File: src/hw/gdr_defines.svh
/*
 * Offsets, field positions, reset values and frame sizes of the
 * gate driver fault and drive register bank.
 * Assumes it is included by bare name and only defines macros.
 */
`ifndef GDR_DEFINES_SVH
`define GDR_DEFINES_SVH

// ****************************************************************
// serial frame layout
// ****************************************************************
`define GDR_FRAME_BITS 5'd16
`define GDR_ADDR_DONE_BITS 5'd4
`define GDR_RW_BIT 15
`define GDR_ADDR_MSB 14
`define GDR_ADDR_LSB 11
`define GDR_DATA_MSB 10
`define GDR_TOP_BIT 5'd15

// ****************************************************************
// word addresses
// ****************************************************************
`define GDR_ADDR_DEVICE_FAULT 4'h3
`define GDR_ADDR_GATE_FAULT 4'h4
`define GDR_ADDR_HIGH_DRIVE 4'h5
`define GDR_ADDR_LOW_DRIVE 4'h6

// ****************************************************************
// status words
// ****************************************************************
`define GDR_DEVICE_FAULT_MASK 11'h777
`define GDR_GATE_FAULT_MASK 11'h7e0
`define GDR_STATUS_RESET 11'h000

// ****************************************************************
// drive words
// ****************************************************************
`define GDR_TIME_MSB 9
`define GDR_TIME_LSB 8
`define GDR_SINK_MSB 7
`define GDR_SINK_LSB 4
`define GDR_SOURCE_MSB 3
`define GDR_SOURCE_LSB 0
`define GDR_TIME_RESET 2'h3
`define GDR_SINK_RESET 4'h4
`define GDR_SOURCE_RESET 4'h4
`define GDR_SINK_MAX_CODE 4'ha
`define GDR_SOURCE_ALIAS_CODE 4'he
`define GDR_CURRENT_FALLBACK 4'h4

`endif

File: src/hw/gdr_pkg.sv
/*
 * Types shared by the gate driver register bank modules.
 * Assumes nothing beyond a SystemVerilog compiler.
 */
`default_nettype none

package gdr_pkg;
	typedef logic [10:0] gdr_word_t;
	typedef logic [3:0] gdr_addr_t;
	typedef logic [4:0] gdr_count_t;
	typedef enum logic [2:0] {
		GDR_ST_IDLE = 3'b001,
		GDR_ST_SHIFT = 3'b010,
		GDR_ST_ERROR = 3'b100
	} gdr_spi_state_t;
endpackage : gdr_pkg

`default_nettype wire

File: src/hw/gdr_word_if.sv
/*
 * Write and readback path between the bank and a control word.
 * Assumes one bank drives each instance.
 */
`default_nettype none

interface gdr_word_if;
	import gdr_pkg::*;
	logic wr_en;
	gdr_word_t wr_data;
	gdr_word_t rd_data;
	modport bank (output wr_en, output wr_data, input rd_data);
	modport word (input wr_en, input wr_data, output rd_data);
endinterface : gdr_word_if

`default_nettype wire

File: src/hw/gdr_bank_top.sv
/*
 * Serial slave and register bank: two sticky fault words and two
 * gate drive setup words, reached by 16-bit frames.
 * Assumes serial pins are synchronous to sys_clk_i, clock idles low,
 * data sampled on the falling edge, and each clock half period lasts
 * at least four system clocks.
 */
`default_nettype none
`include "gdr_defines.svh"

// Behaviour
// - device fault word: supply, watchdog, temperature, regulator, analog flags
// - device fault word: gate supply and charge pump flags, all reset zero
// - gate fault word bits 10..5 per transistor, bits 4..0 zero
// - control words read back bits 9:0 of the last written or default value, bit 10 reads zero
// - reads, fault clear and gate enable reset keep control words
// - power-up reset loads control word defaults
// - entering sleep restores control word defaults
// - high word bits 9:8 peak drive time, default code 3
// - low word bits 9:8 peak drive time, default code 3
// - high word bits 7:4 sink current, default 4, high codes alias
// - high word bits 3:0 source current, default 4, top codes alias
// - low word bits 7:4 sink current, same mapping as high side
// - low word bits 3:0 source current, default 4, top codes alias
// - frame: read flag bit 15, address 14:11, data 10:0
// - reply carries addressed word as before the access, low 11 bits
// - writes to status words change nothing
module gdr_bank_top (
	input wire logic sys_clk_i,
	input wire logic reset_n_i,
	input wire logic spi_sclk_i,
	input wire logic spi_cs_n_i,
	input wire logic spi_mosi_i,
	output var logic spi_miso_o,
	output var logic spi_miso_en_n_o,
	input wire logic power_supply_undervolt_two_i,
	input wire logic watchdog_expired_flag_i,
	input wire logic overtemp_shutdown_flag_i,
	input wire logic regulator_undervolt_flag_i,
	input wire logic analog_supply_undervolt_flag_i,
	input wire logic low_gate_supply_fault_i,
	input wire logic pump_undervolt_two_i,
	input wire logic pump_overvolt_flag_i,
	input wire logic pump_overvolt_absolute_flag_i,
	input wire logic gate_fault_high_a_i,
	input wire logic gate_fault_low_a_i,
	input wire logic gate_fault_high_b_i,
	input wire logic gate_fault_low_b_i,
	input wire logic gate_fault_high_c_i,
	input wire logic gate_fault_low_c_i,
	input wire logic fault_clear_command_i,
	input wire logic gate_enable_reset_i,
	input wire logic sleep_entry_i,
	output var logic [1:0] high_drive_time_o,
	output var logic [3:0] high_sink_current_o,
	output var logic [3:0] high_source_current_o,
	output var logic [1:0] low_drive_time_o,
	output var logic [3:0] low_sink_current_o,
	output var logic [3:0] low_source_current_o,
	output var gdr_pkg::gdr_word_t device_fault_flags_o,
	output var gdr_pkg::gdr_word_t gate_voltage_fault_flags_o
);
	import gdr_pkg::*;

	// ****************************************************************
	// pin edge detection
	// ****************************************************************
	logic sclk_reg;
	logic cs_n_reg;
	logic sclk_rise;
	logic sclk_fall;
	logic cs_fall;
	logic cs_rise;

	always_ff @(posedge sys_clk_i or negedge reset_n_i) begin
		if (!reset_n_i) begin
			sclk_reg <= 1'b0;
			cs_n_reg <= 1'b1;
		end else begin
			sclk_reg <= spi_sclk_i;
			cs_n_reg <= spi_cs_n_i;
		end
	end

	assign sclk_rise = spi_sclk_i & ~sclk_reg;
	assign sclk_fall = ~spi_sclk_i & sclk_reg;
	assign cs_fall = ~spi_cs_n_i & cs_n_reg;
	assign cs_rise = spi_cs_n_i & ~cs_n_reg;

	// ****************************************************************
	// frame state
	// ****************************************************************
	gdr_spi_state_t state_reg;
	gdr_spi_state_t state_next;
	gdr_count_t count_reg;
	gdr_count_t count_next;
	logic [15:0] rx_reg;
	logic [15:0] rx_next;
	logic sample_bit;
	logic last_bit_in;

	assign sample_bit = sclk_fall & ~spi_cs_n_i;
	assign last_bit_in = count_reg == `GDR_FRAME_BITS;

	// a frame longer or shorter than 16 clocks is dropped whole
	always_comb begin
		state_next = state_reg;
		case (state_reg)
			GDR_ST_IDLE: begin
				if (cs_fall) begin
					state_next = GDR_ST_SHIFT;
				end
			end
			GDR_ST_SHIFT: begin
				if (spi_cs_n_i) begin
					state_next = GDR_ST_IDLE;
				end else if (sample_bit && last_bit_in) begin
					state_next = GDR_ST_ERROR;
				end
			end
			GDR_ST_ERROR: begin
				if (spi_cs_n_i) begin
					state_next = GDR_ST_IDLE;
				end
			end
			default: begin
				state_next = GDR_ST_IDLE;
			end
		endcase
	end

	assign count_next = (state_reg == GDR_ST_IDLE) ? 5'd0 :
		(sample_bit && !last_bit_in) ? count_reg + 5'd1 : count_reg;
	assign rx_next = (state_reg == GDR_ST_SHIFT && sample_bit) ?
		{rx_reg[14:0], spi_mosi_i} : rx_reg;

	always_ff @(posedge sys_clk_i or negedge reset_n_i) begin
		if (!reset_n_i) begin
			state_reg <= GDR_ST_IDLE;
			count_reg <= 5'd0;
			rx_reg <= 16'h0000;
		end else begin
			state_reg <= state_next;
			count_reg <= count_next;
			rx_reg <= rx_next;
		end
	end

	// ****************************************************************
	// frame fields
	// ****************************************************************
	logic addr_ready;
	gdr_addr_t early_addr;
	logic frame_done;
	logic frame_read;
	gdr_addr_t frame_addr;
	gdr_word_t frame_data;

	// address is complete on the fifth sampled bit
	assign addr_ready = state_reg == GDR_ST_SHIFT && sample_bit &&
		count_reg == `GDR_ADDR_DONE_BITS;
	assign early_addr = {rx_reg[2:0], spi_mosi_i};
	assign frame_done = cs_rise && state_reg == GDR_ST_SHIFT &&
		last_bit_in;
	assign frame_read = rx_reg[`GDR_RW_BIT];
	assign frame_addr = rx_reg[`GDR_ADDR_MSB:`GDR_ADDR_LSB];
	assign frame_data = rx_reg[`GDR_DATA_MSB:0];

	// ****************************************************************
	// register words
	// ****************************************************************
	gdr_word_t device_raw;
	gdr_word_t gate_raw;
	gdr_word_t device_flags;
	gdr_word_t gate_flags;
	logic flag_clear;
	logic high_hit;
	logic low_hit;

	assign device_raw = {
		power_supply_undervolt_two_i,
		watchdog_expired_flag_i,
		overtemp_shutdown_flag_i,
		1'b0,
		regulator_undervolt_flag_i,
		analog_supply_undervolt_flag_i,
		low_gate_supply_fault_i,
		1'b0,
		pump_undervolt_two_i,
		pump_overvolt_flag_i,
		pump_overvolt_absolute_flag_i
	};
	assign gate_raw = {
		gate_fault_high_a_i,
		gate_fault_low_a_i,
		gate_fault_high_b_i,
		gate_fault_low_b_i,
		gate_fault_high_c_i,
		gate_fault_low_c_i,
		5'h00
	};

	// only status words respond to the clear; control words ignore it
	assign flag_clear = fault_clear_command_i | gate_enable_reset_i;

	gdr_flag_word #(
		.VALID_MASK(`GDR_DEVICE_FAULT_MASK)
	) u_device_flags (
		.sys_clk_i(sys_clk_i),
		.reset_n_i(reset_n_i),
		.raw_i(device_raw),
		.clear_i(flag_clear),
		.flags_o(device_flags)
	);

	gdr_flag_word #(
		.VALID_MASK(`GDR_GATE_FAULT_MASK)
	) u_gate_flags (
		.sys_clk_i(sys_clk_i),
		.reset_n_i(reset_n_i),
		.raw_i(gate_raw),
		.clear_i(flag_clear),
		.flags_o(gate_flags)
	);

	gdr_word_if high_bus ();
	gdr_word_if low_bus ();

	// writes only on a complete frame; status addresses have no write
	assign high_hit = frame_addr == `GDR_ADDR_HIGH_DRIVE;
	assign low_hit = frame_addr == `GDR_ADDR_LOW_DRIVE;
	assign high_bus.wr_en = frame_done && !frame_read && high_hit;
	assign low_bus.wr_en = frame_done && !frame_read && low_hit;
	assign high_bus.wr_data = frame_data;
	assign low_bus.wr_data = frame_data;

	gdr_drive_word u_high_word (
		.sys_clk_i(sys_clk_i),
		.reset_n_i(reset_n_i),
		.restore_i(sleep_entry_i),
		.bus(high_bus.word),
		.time_o(high_drive_time_o),
		.sink_o(high_sink_current_o),
		.source_o(high_source_current_o)
	);

	gdr_drive_word u_low_word (
		.sys_clk_i(sys_clk_i),
		.reset_n_i(reset_n_i),
		.restore_i(sleep_entry_i),
		.bus(low_bus.word),
		.time_o(low_drive_time_o),
		.sink_o(low_sink_current_o),
		.source_o(low_source_current_o)
	);

	assign device_fault_flags_o = device_flags;
	assign gate_voltage_fault_flags_o = gate_flags;

	// ****************************************************************
	// reply path
	// ****************************************************************
	gdr_word_t read_mux;
	gdr_word_t resp_reg;
	gdr_count_t out_index;
	logic out_in_data;
	logic miso_next;
	logic miso_reg;
	logic miso_en_n_reg;

	// unmapped addresses answer zero
	assign read_mux =
		(early_addr == `GDR_ADDR_DEVICE_FAULT) ? device_flags :
		(early_addr == `GDR_ADDR_GATE_FAULT) ? gate_flags :
		(early_addr == `GDR_ADDR_HIGH_DRIVE) ? high_bus.rd_data :
		(early_addr == `GDR_ADDR_LOW_DRIVE) ? low_bus.rd_data :
		`GDR_STATUS_RESET;

	// snapshot taken before the write commits at frame end
	always_ff @(posedge sys_clk_i or negedge reset_n_i) begin
		if (!reset_n_i) begin
			resp_reg <= `GDR_STATUS_RESET;
		end else if (addr_ready) begin
			resp_reg <= read_mux;
		end
	end

	// bit shifted out on rising edge n+1 is word bit 15 - n
	assign out_index = `GDR_TOP_BIT - count_reg;
	assign out_in_data = count_reg > 5'd4 && !last_bit_in;
	assign miso_next = out_in_data ? resp_reg[out_index[3:0]] : 1'b0;

	always_ff @(posedge sys_clk_i or negedge reset_n_i) begin
		if (!reset_n_i) begin
			miso_reg <= 1'b0;
			miso_en_n_reg <= 1'b1;
		end else begin
			miso_en_n_reg <= spi_cs_n_i;
			if (spi_cs_n_i) begin
				miso_reg <= 1'b0;
			end else if (sclk_rise && state_reg == GDR_ST_SHIFT) begin
				miso_reg <= miso_next;
			end
		end
	end

	assign spi_miso_o = miso_reg;
	assign spi_miso_en_n_o = miso_en_n_reg;
endmodule : gdr_bank_top

`default_nettype wire

File: src/hw/gdr_flag_word.sv
/*
 * Sticky read-only fault word with a mask of implemented bits.
 * Assumes raw fault levels are synchronous to the clock.
 */
`default_nettype none
`include "gdr_defines.svh"

module gdr_flag_word #(
	parameter logic [10:0] VALID_MASK = 11'h7ff
) (
	input wire logic sys_clk_i,
	input wire logic reset_n_i,
	input wire gdr_pkg::gdr_word_t raw_i,
	input wire logic clear_i,
	output var gdr_pkg::gdr_word_t flags_o
);
	import gdr_pkg::*;

	gdr_word_t flags_reg;
	gdr_word_t flags_next;
	gdr_word_t kept;

	// a fault arriving with the clear still lands
	assign kept = clear_i ? `GDR_STATUS_RESET : flags_reg;
	assign flags_next = (kept | raw_i) & VALID_MASK;

	always_ff @(posedge sys_clk_i or negedge reset_n_i) begin
		if (!reset_n_i) begin
			flags_reg <= `GDR_STATUS_RESET;
		end else begin
			flags_reg <= flags_next;
		end
	end

	assign flags_o = flags_reg;
endmodule : gdr_flag_word

`default_nettype wire

File: src/hw/gdr_drive_word.sv
/*
 * One gate drive setup word: time, sink and source current codes.
 * Assumes the bank pulses wr_en once per accepted write frame.
 */
`default_nettype none
`include "gdr_defines.svh"

module gdr_drive_word (
	input wire logic sys_clk_i,
	input wire logic reset_n_i,
	input wire logic restore_i,
	gdr_word_if.word bus,
	output var logic [1:0] time_o,
	output var logic [3:0] sink_o,
	output var logic [3:0] source_o
);
	import gdr_pkg::*;

	logic [1:0] time_reg;
	logic [3:0] sink_reg;
	logic [3:0] source_reg;
	logic sink_alias;
	logic source_alias;

	always_ff @(posedge sys_clk_i or negedge reset_n_i) begin
		if (!reset_n_i) begin
			time_reg <= `GDR_TIME_RESET;
			sink_reg <= `GDR_SINK_RESET;
			source_reg <= `GDR_SOURCE_RESET;
		end else if (restore_i) begin
			time_reg <= `GDR_TIME_RESET;
			sink_reg <= `GDR_SINK_RESET;
			source_reg <= `GDR_SOURCE_RESET;
		end else if (bus.wr_en) begin
			time_reg <= bus.wr_data[`GDR_TIME_MSB:`GDR_TIME_LSB];
			sink_reg <= bus.wr_data[`GDR_SINK_MSB:`GDR_SINK_LSB];
			source_reg <= bus.wr_data[`GDR_SOURCE_MSB:`GDR_SOURCE_LSB];
		end
	end

	// readback is the raw code; the analog side sees the effective one
	assign bus.rd_data = {1'b0, time_reg, sink_reg, source_reg};
	assign sink_alias = sink_reg > `GDR_SINK_MAX_CODE;
	assign source_alias = source_reg >= `GDR_SOURCE_ALIAS_CODE;
	assign time_o = time_reg;
	assign sink_o = sink_alias ? `GDR_CURRENT_FALLBACK : sink_reg;
	assign source_o = source_alias ? `GDR_CURRENT_FALLBACK : source_reg;
endmodule : gdr_drive_word

`default_nettype wire

File: config.mk
export PLATFORM = sky130hd
export DESIGN_NAME = gdr_bank_top
export DESIGN_NICKNAME = d
export VERILOG_FILES = /design/src/hw/gdr_pkg.sv /design/src/hw/gdr_word_if.sv /design/src/hw/gdr_bank_top.sv /design/src/hw/gdr_flag_word.sv /design/src/hw/gdr_drive_word.sv
export VERILOG_INCLUDE_DIRS = /design/src /design/src/hw
export SDC_FILE = /design/constraint.sdc
export NUM_CORES = 1
export LEC_CHECK = 0
export BUFFER_PORTS_ARGS = -buffer_cell sky130_fd_sc_hd__clkbuf_2
export CORE_MARGIN = 2
export CORE_UTILIZATION = 25
export CTS_CLUSTER_DIAMETER = 50
export DETAILED_ROUTE_END_ITERATION = 7
export HOLD_SLACK_MARGIN = 0.12
export PLACE_DENSITY = 0.52
export SYNTH_ARGS = -nofsm -noshare
export SYNTH_HDL_FRONTEND = slang
export SYNTH_HIERARCHICAL = 1
export SYNTH_SLANG_ARGS = --single-unit
File: constraint.sdc
create_clock -name sys_clk_i -period 2.3 [get_ports sys_clk_i]
set_input_delay 0.345 -clock sys_clk_i [delete_from_list [all_inputs] [get_ports sys_clk_i]]
set_output_delay 0.345 -clock sys_clk_i [all_outputs]
set_load 0.05 [all_outputs]
==> results of run 1 <==
==> layer usage <==
metal  track usage (%)  vias up  share of wire (%)
li1                  -     1264                  -
met1              17.2     1300                 47
met2              19.0       41                 48
met3              3.75       10                4.0
met4              3.58        0                1.3
met5                 0        -                  0
==> critical path: stages, from the launching register on <==
cell and delay (ns):
dfrtp_1 0.44, inv_1 0.15, ha_1 0.16, nand4bb_1 0.12
inv_1 0.07, nand4_1 0.15, nor3b_2 0.21, buf_4 0.25
nor2b_1 0.07, a211o_2 0.30
==> what timing repair did <==
action                                 CTS  global route
hold buffers                             1             0
setup buffers                            0             0
endpoints found under the hold margin   17             0
==> final cells by class <==
type / count / area, µm²
inverter: 9 / 33.8
tap: 180 / 225
clock buffer: 10 / 229
sequential: 73 / 1840
clock inverter: 6 / 90.1
fill: 1443 / 9600
multi-input combinational: 225 / 1580
timing repair buffer: 72 / 395
==> stage by stage <==
stage	power (µW)	area, µm²	std cells	hold slack (ns)
global placement	1600	4060	558	0.394
detailed placement	1610	4060	558	0.409
finish	3090	4390	575	0.179
floorplan	1520	3630	336	0.0494
global route	3210	4390	575	0.176
CTS	3130	4390	575	0.165
==> cells in the final DEF, fill, tap and decap left out, drive strengths merged, types with 7 or more instances in the layout <==
| cell type | instances |
|---|---|
| mux2 | 16 |
| a21o | 15 |
| nand2 | 16 |
| dfrtp | 63 |
| nand2b | 12 |
| nor2b | 9 |
| o21ai | 16 |
| clkbuf | 68 |
| a211o | 8 |
| nor2 | 28 |
| a31oi | 13 |
| conb | 9 |
| buf | 13 |
| nor3b | 7 |
| a22o | 11 |
| dfstp | 10 |
| inv | 10 |
| mux2i | 15 |
==> where the power goes <==
| part | total [µW] | switching (µW) | internal, µW |
|---|---|---|---|
| clock | 1500 | 552 | 953 |
| sequential | 1340 | 29.5 | 1310 |
| combinational | 242 | 177 | 64.4 |
==> how the worst max path moves through the flow <==
stage / start / to / slack, ns / depth (start not counted)
3_3_place_gp: count_reg[0]$_DFFE_PN0P_ / u_high_word/time_o[1]$_DFFE_PN1P_ / 0.35 / 9
2_1_floorplan: count_reg[1]$_DFFE_PN0P_ / u_high_word/source_reg[0]$_DFFE_PN0P_ / 0.24 / 10
5_1_grt: count_reg[0]$_DFFE_PN0P_ / u_low_word/time_o[1]$_DFFE_PN1P_ / 0.08 / 9
4_1_cts: count_reg[0]$_DFFE_PN0P_ / u_high_word/time_o[1]$_DFFE_PN1P_ / 0.30 / 9
3_5_place_dp: count_reg[0]$_DFFE_PN0P_ / u_high_word/time_o[1]$_DFFE_PN1P_ / 0.31 / 9
6_report: count_reg[0]$_DFFE_PN0P_ / u_high_word/time_o[1]$_DFFE_PN1P_ / 0.31 / 9
==> summary.md, run 1 <==
| Metric | Value |
|---|---|
| First-pass GRT wire length | around 14,000 µm |
| Tightest Hold Check Type | input port to register |
| Max IR drop VDD | between 0.3 and 0.4 mV |
| Vias in the first global route | roughly 2,600 |
| Vias/cell | approximately 4.5 |
| Leakage | 0.00196 µW |
| DR vias | about 2,600 |
| Wirelength, routed | 8710 µm |
| Final estimated routing congestion in global placement | between 0.7 and 0.8 |
| CP Max Fanout | 14 |
| Share of cells above drive strength 1 | roughly a third |
| Clock root cell | clkbuf_16 |
| Post-layout nets | roughly 420 |
| H-tree Lvls | 3 |
| Die Y | ~120 µm |
| Slew @ Worst Pin | roughly 0.66 ns |
| GR Overflow Total | 0 |
| Row cnt | 43 |
| Largest net degree at the start of global routing | 28 |
| Hold depth | 2 |
| Status | finished, final reports clean |
| DP Wirelength | about 6500 µm |
| Headroom to the max-slew limit | between 50 and 60% |
| R2r setup slk | between 0.3 and 0.4 ns |
| Sink Count | 73 |
| Initial antenna violation count | 0 |
| CP required | 2.56 ns |
| Worst EP arrival | approximately 2.3 ns |
| Die ar. | 15,400 µm² |
| Max-slew violations | 0 |
| Worst setup margin | ~0.31 ns |
| Hold Fails Final Rpt | 0 |
| Worst R2R Start | count_reg[0]$_DFFE_PN0P_ |
| Final min period | between 1.5 and 2 ns |
| CTS buffer count | 9 |
| Clk_lat worst skew | 0.34 ns |
| TNS Setup | 0 ns |
| Clk_skew | 0.00762 ns |
| End of the worst hold path | u_device_flags/flags_o[10]$_DFF_PN0_ |
| Post-Syn Area | between 3000 and 4000 µm² |
| Endpoint type of the worst setup path | register |
| Synth warnings | 6 |
| FMAX | 504 MHz |
| RR Endpoint | u_high_word/time_o[1]$_DFFE_PN1P_ |
| Hold path start | power_supply_undervolt_two_i |
| Clk slew on worst S/H paths | about 0.06 ns |
| Maxcap violations | 0 |
| DRC viols | 0 |
| PwrDens | ~700 nW/µm² |
| Drt first-iter violations | between 100 and 150 |
| Die width | about 120 µm |
| RSZ-0062 raised after global routing | false |
| I/O pins | 67 |
| DRT Pass-1 Iters | 4 |
| WL per Instance | ~15 µm |
| CTS Buffer Depth | 2 |
| Post-DRT Antenna Nets | 0 |
| Kind of critical path | register to register |
| Post-cts resize count | 0 |
| Final Util | 31.4% |
| Final Cycle Share | between 80% and 90% |
| Max FFs per register | 16 |
| Total GRT Usage | 12.5% |
| Initial Util | approximately 26% |
| Reg2Reg Depth | 9 |
| PortBufs | slightly below 60 |
| Finish-stage setup viols | 0 |
| Synthesized area per cell | around 11 µm² |
| Setup crit start kind | register |
| TritonCTS clock tree | done |
| Inserted Diodes | 0 |
| Place WS | around 0.31 ns |
| Area grow syn2layout | 21.6% |
| Post-Syn Instances | around 330 |
| CORE AREA | around 14,000 µm² |
No activity file was read; power rests on OpenSTA's default activity.
==> run 2, diff against run 1 <==
--- a/config.mk
+++ b/config.mk
@@ -12,7 +12,6 @@
 export CTS_CLUSTER_DIAMETER = 50
 export DETAILED_ROUTE_END_ITERATION = 7
 export HOLD_SLACK_MARGIN = 0.12
-export PLACE_DENSITY = 0.52
 export SYNTH_ARGS = -nofsm -noshare
 export SYNTH_HDL_FRONTEND = slang
 export SYNTH_HIERARCHICAL = 1
==> run 2 against run 1 <==
Against the previous run:
- register-to-register slack worse by 0.03 ns
- flip-flop and latch count unchanged
- die area unchanged
- routed wire length up 0.79%
- sequential share of layout area up 0.22 points
- setup slack worse by 0.030 ns
- clock skew about the same
- critical path type unchanged
- critical endpoint unchanged
- largest power group is now registers
==> summary.md, run 2 (same netlist as run 1, synthesis figures left out) <==
| Metric | Value |
|---|---|
| Status | finished, final reports clean |
| Postcts setup bufs | 0 (unchanged) |
| Setup crit start kind | register |
| Clock root cell | clkbuf_16 |
| Top Metal Used | met5 |
| CP required | 2.56 ns (about the same) |
| H-tree Lvls | 3 (unchanged) |
| Switch Pwr | 696 µW (-8.3%) |
| TNS Setup | 0 ns (unchanged) |
| Sink Count | 73 (unchanged) |
| Final Util | 31.2% (-0.16 points) |
| Finish-stage setup viols | 0 (unchanged) |
| RSZ-0062 raised after global routing | false |
| Final Cycle Share | 87.6% (+1.3 points) |
| Share of power burned in registers | 47.4% (+4.0 points) |
| Clk pwr share | 43.9% (-4.8 points) |
| Largest net degree at the start of global routing | 74 (+160%) |
| DR vias | 2,667 (+2.0%) |
| Clk slew on worst S/H paths | 0.05 ns (about the same) |
| Vias in the first global route | 2,631 (-0.076%) |
| Comb power frac | 8.7% (+0.9 points) |
| Max IR drop VDD | 0.316 mV (+4.4%) |
| Worst EP arrival | 2.28 ns (+0.03 ns) |
| TritonCTS clock tree | done |
| WL per Instance | 15.3 µm (+0.97%) |
| Die Y | 124 µm (unchanged) |
| GR Overflow Total | 0 (unchanged) |
| Die width | 124 µm (unchanged) |
| Initial Util | 25.8% (unchanged) |
| Post-layout nets | 415 (unchanged) |
| Initial antenna violation count | 1 (+1) |
| WL met3 | 481 µm (+39%) |
| Final estimated routing congestion in global placement | 0.804 (+6.8%) |
| Maxcap violations | 0 (unchanged) |
| Sw frac | 24.6% (+0.040 points) |
| CTS Buffer Depth | 2 (unchanged) |
| Wirelength, routed | 8780 µm (+0.79%) |
| Total GRT Usage | 12.3% (-0.17 points) |
| Tightest Hold Check Type | input port to register |
| Vias/cell | 4.65 (+2.2%) |
| Post-CTS Hold Buffers | 1 (unchanged) |
| CTS buffer count | 9 (unchanged) |
| FMAX | 496 MHz (-1.5%) |
| Internal | 2130 µW (-8.5%) |
| PwrDens | 648 nW/µm² (-7.9%) |
| Max FFs per register | 16 (unchanged) |
| Clk_lat worst skew | 0.34 ns (about the same) |
| Area after DPL | 4100 µm² (+0.92%) |
| DP Wirelength | 6450 µm (-1.0%) |
| DRT Pass-1 Iters | 5 (+1) |
| Most frequent cells in the layout | 63 x dfrtp_1, 58 x clkbuf_2, 28 x nor2_1 |
| Place WS | 0.301 ns (-0.0103 ns) |
| Inserted Diodes | 0 (unchanged) |
| Die ar. | 15,400 µm² (unchanged) |
| Share of cells above drive strength 1 | 30.7% (-0.93 points) |
| I/O pins | 67 (unchanged) |
| Hold Fails Final Rpt | 0 (unchanged) |
| CORE AREA | 14,000 µm² (unchanged) |
| Max-slew violations | 0 (unchanged) |
| PortBufs | 59 (unchanged) |
| Endpoint type of the worst setup path | register |
| First-pass GRT wire length | 14,300 µm (-0.86%) |
| Worst setup margin | 0.284 ns (-0.0297 ns) |
| Headroom to the max-slew limit | 55.4% (-0.53 points) |
| CP Max Fanout | 14 (unchanged) |
| Area grow syn2layout | 21.0% |
| Slew @ Worst Pin | 0.667 ns (+0.00798 ns) |
| Commonest non-fill, non-tap cell in the layout | dfrtp_1 |
| Leakage | 0.00195 µW (-0.84%) |
| Met2 WL | 4150 µm (-0.24%) |
| WL met1 | 3930 µm (-3.9%) |
| Row cnt | 43 (unchanged) |
| Drt first-iter violations | 171 (+19%) |
| Final min period | 2.02 ns (+0.0297 ns) |
| DRC viols | 0 (unchanged) |
| Post-DRT Antenna Nets | 0 (unchanged) |
| Post-cts resize count | 0 (unchanged) |
| Finished layout cell area | 4370 µm² (-0.51%) |
| Kind of critical path | register to register |
| Clk_skew | 0.00766 ns (+0.0000322 ns) |
-- run 2: changes by cell type in the layout (fill, tap and decap cells not counted), sizes merged --
cell,change
bufinv,-2
clkbuf,+4
clkinv,-1
clkinvlp,-1
inv,-1
-- run 2: metrics by stage --
stage	hold WS, ns	cells	power (µW)
6_report	0.179	574	2830
5_1_grt	0.171	574	2930
4_1_cts	0.165	574	2860
3_5_place_dp	0.412	558	1610
3_3_place_gp	0.423	558	1600
2_1_floorplan	0.0494	336	1520
-- run 2: final cells by class --
class,count,area [µm²]
Sequential cell,73,1840
Inverter,9,33.8
Tap cell,180,225
Multi-Input combinational cell,225,1580
Clock buffer,14,254
Clock inverter,1,5.00
Fill cell,1425,9620
Timing Repair Buffer,72,433
-- run 2: layer usage --
layer	vias to the layer above	GRT usage (%)
met5	-	0
met4	2	4.42
met3	14	4.44
met2	54	18.7
met1	1334	16.2
li1	1263	-
-- run 2: worst max-delay path, cell delays in order (launching register included) --
cell	delay (ns)
dfrtp_1	0.44
inv_1	0.16
ha_1	0.17
nand4bb_1	0.12
inv_1	0.07
nand4_1	0.15
nor3b_2	0.30
buf_12	0.18
nor2b_1	0.05
a211o_2	0.29
-- run 2: worst paths after layout --
check | startpoint | to | slack [ns] | depth (start not counted)
setup / recovery | count_reg[0]$_DFFE_PN0P_ | u_high_word/time_o[1]$_DFFE_PN1P_ | 0.28 | 9
hold / removal | spi_sclk_i | sclk_reg$_DFF_PN0_ | 0.18 | 1
setup reg to reg | count_reg[0]$_DFFE_PN0P_ | u_high_word/time_o[1]$_DFFE_PN1P_ | 0.28 | 9
hold reg to reg | rx_reg[10]$_DFFE_PN0P_ | rx_reg[10]$_DFFE_PN0P_ | 0.50 | 1
max in group asynchronous | reset_n_i | u_high_word/source_reg[2]$_DFFE_PN1P_ | 1.36 | 3
min in group asynchronous | reset_n_i | rx_reg[14]$_DFFE_PN0P_ | 0.58 | 3
-- run 2: power by group through the flow --
stage          clock network [µW]  logic (µW)  registers, µW
6_report                     1240         246           1340
5_1_grt                      1320         270           1350
4_1_cts                      1270         247           1340
3_5_place_dp                    0         245           1360
3_3_place_gp                    0         243           1360
2_1_floorplan                   0         101           1420
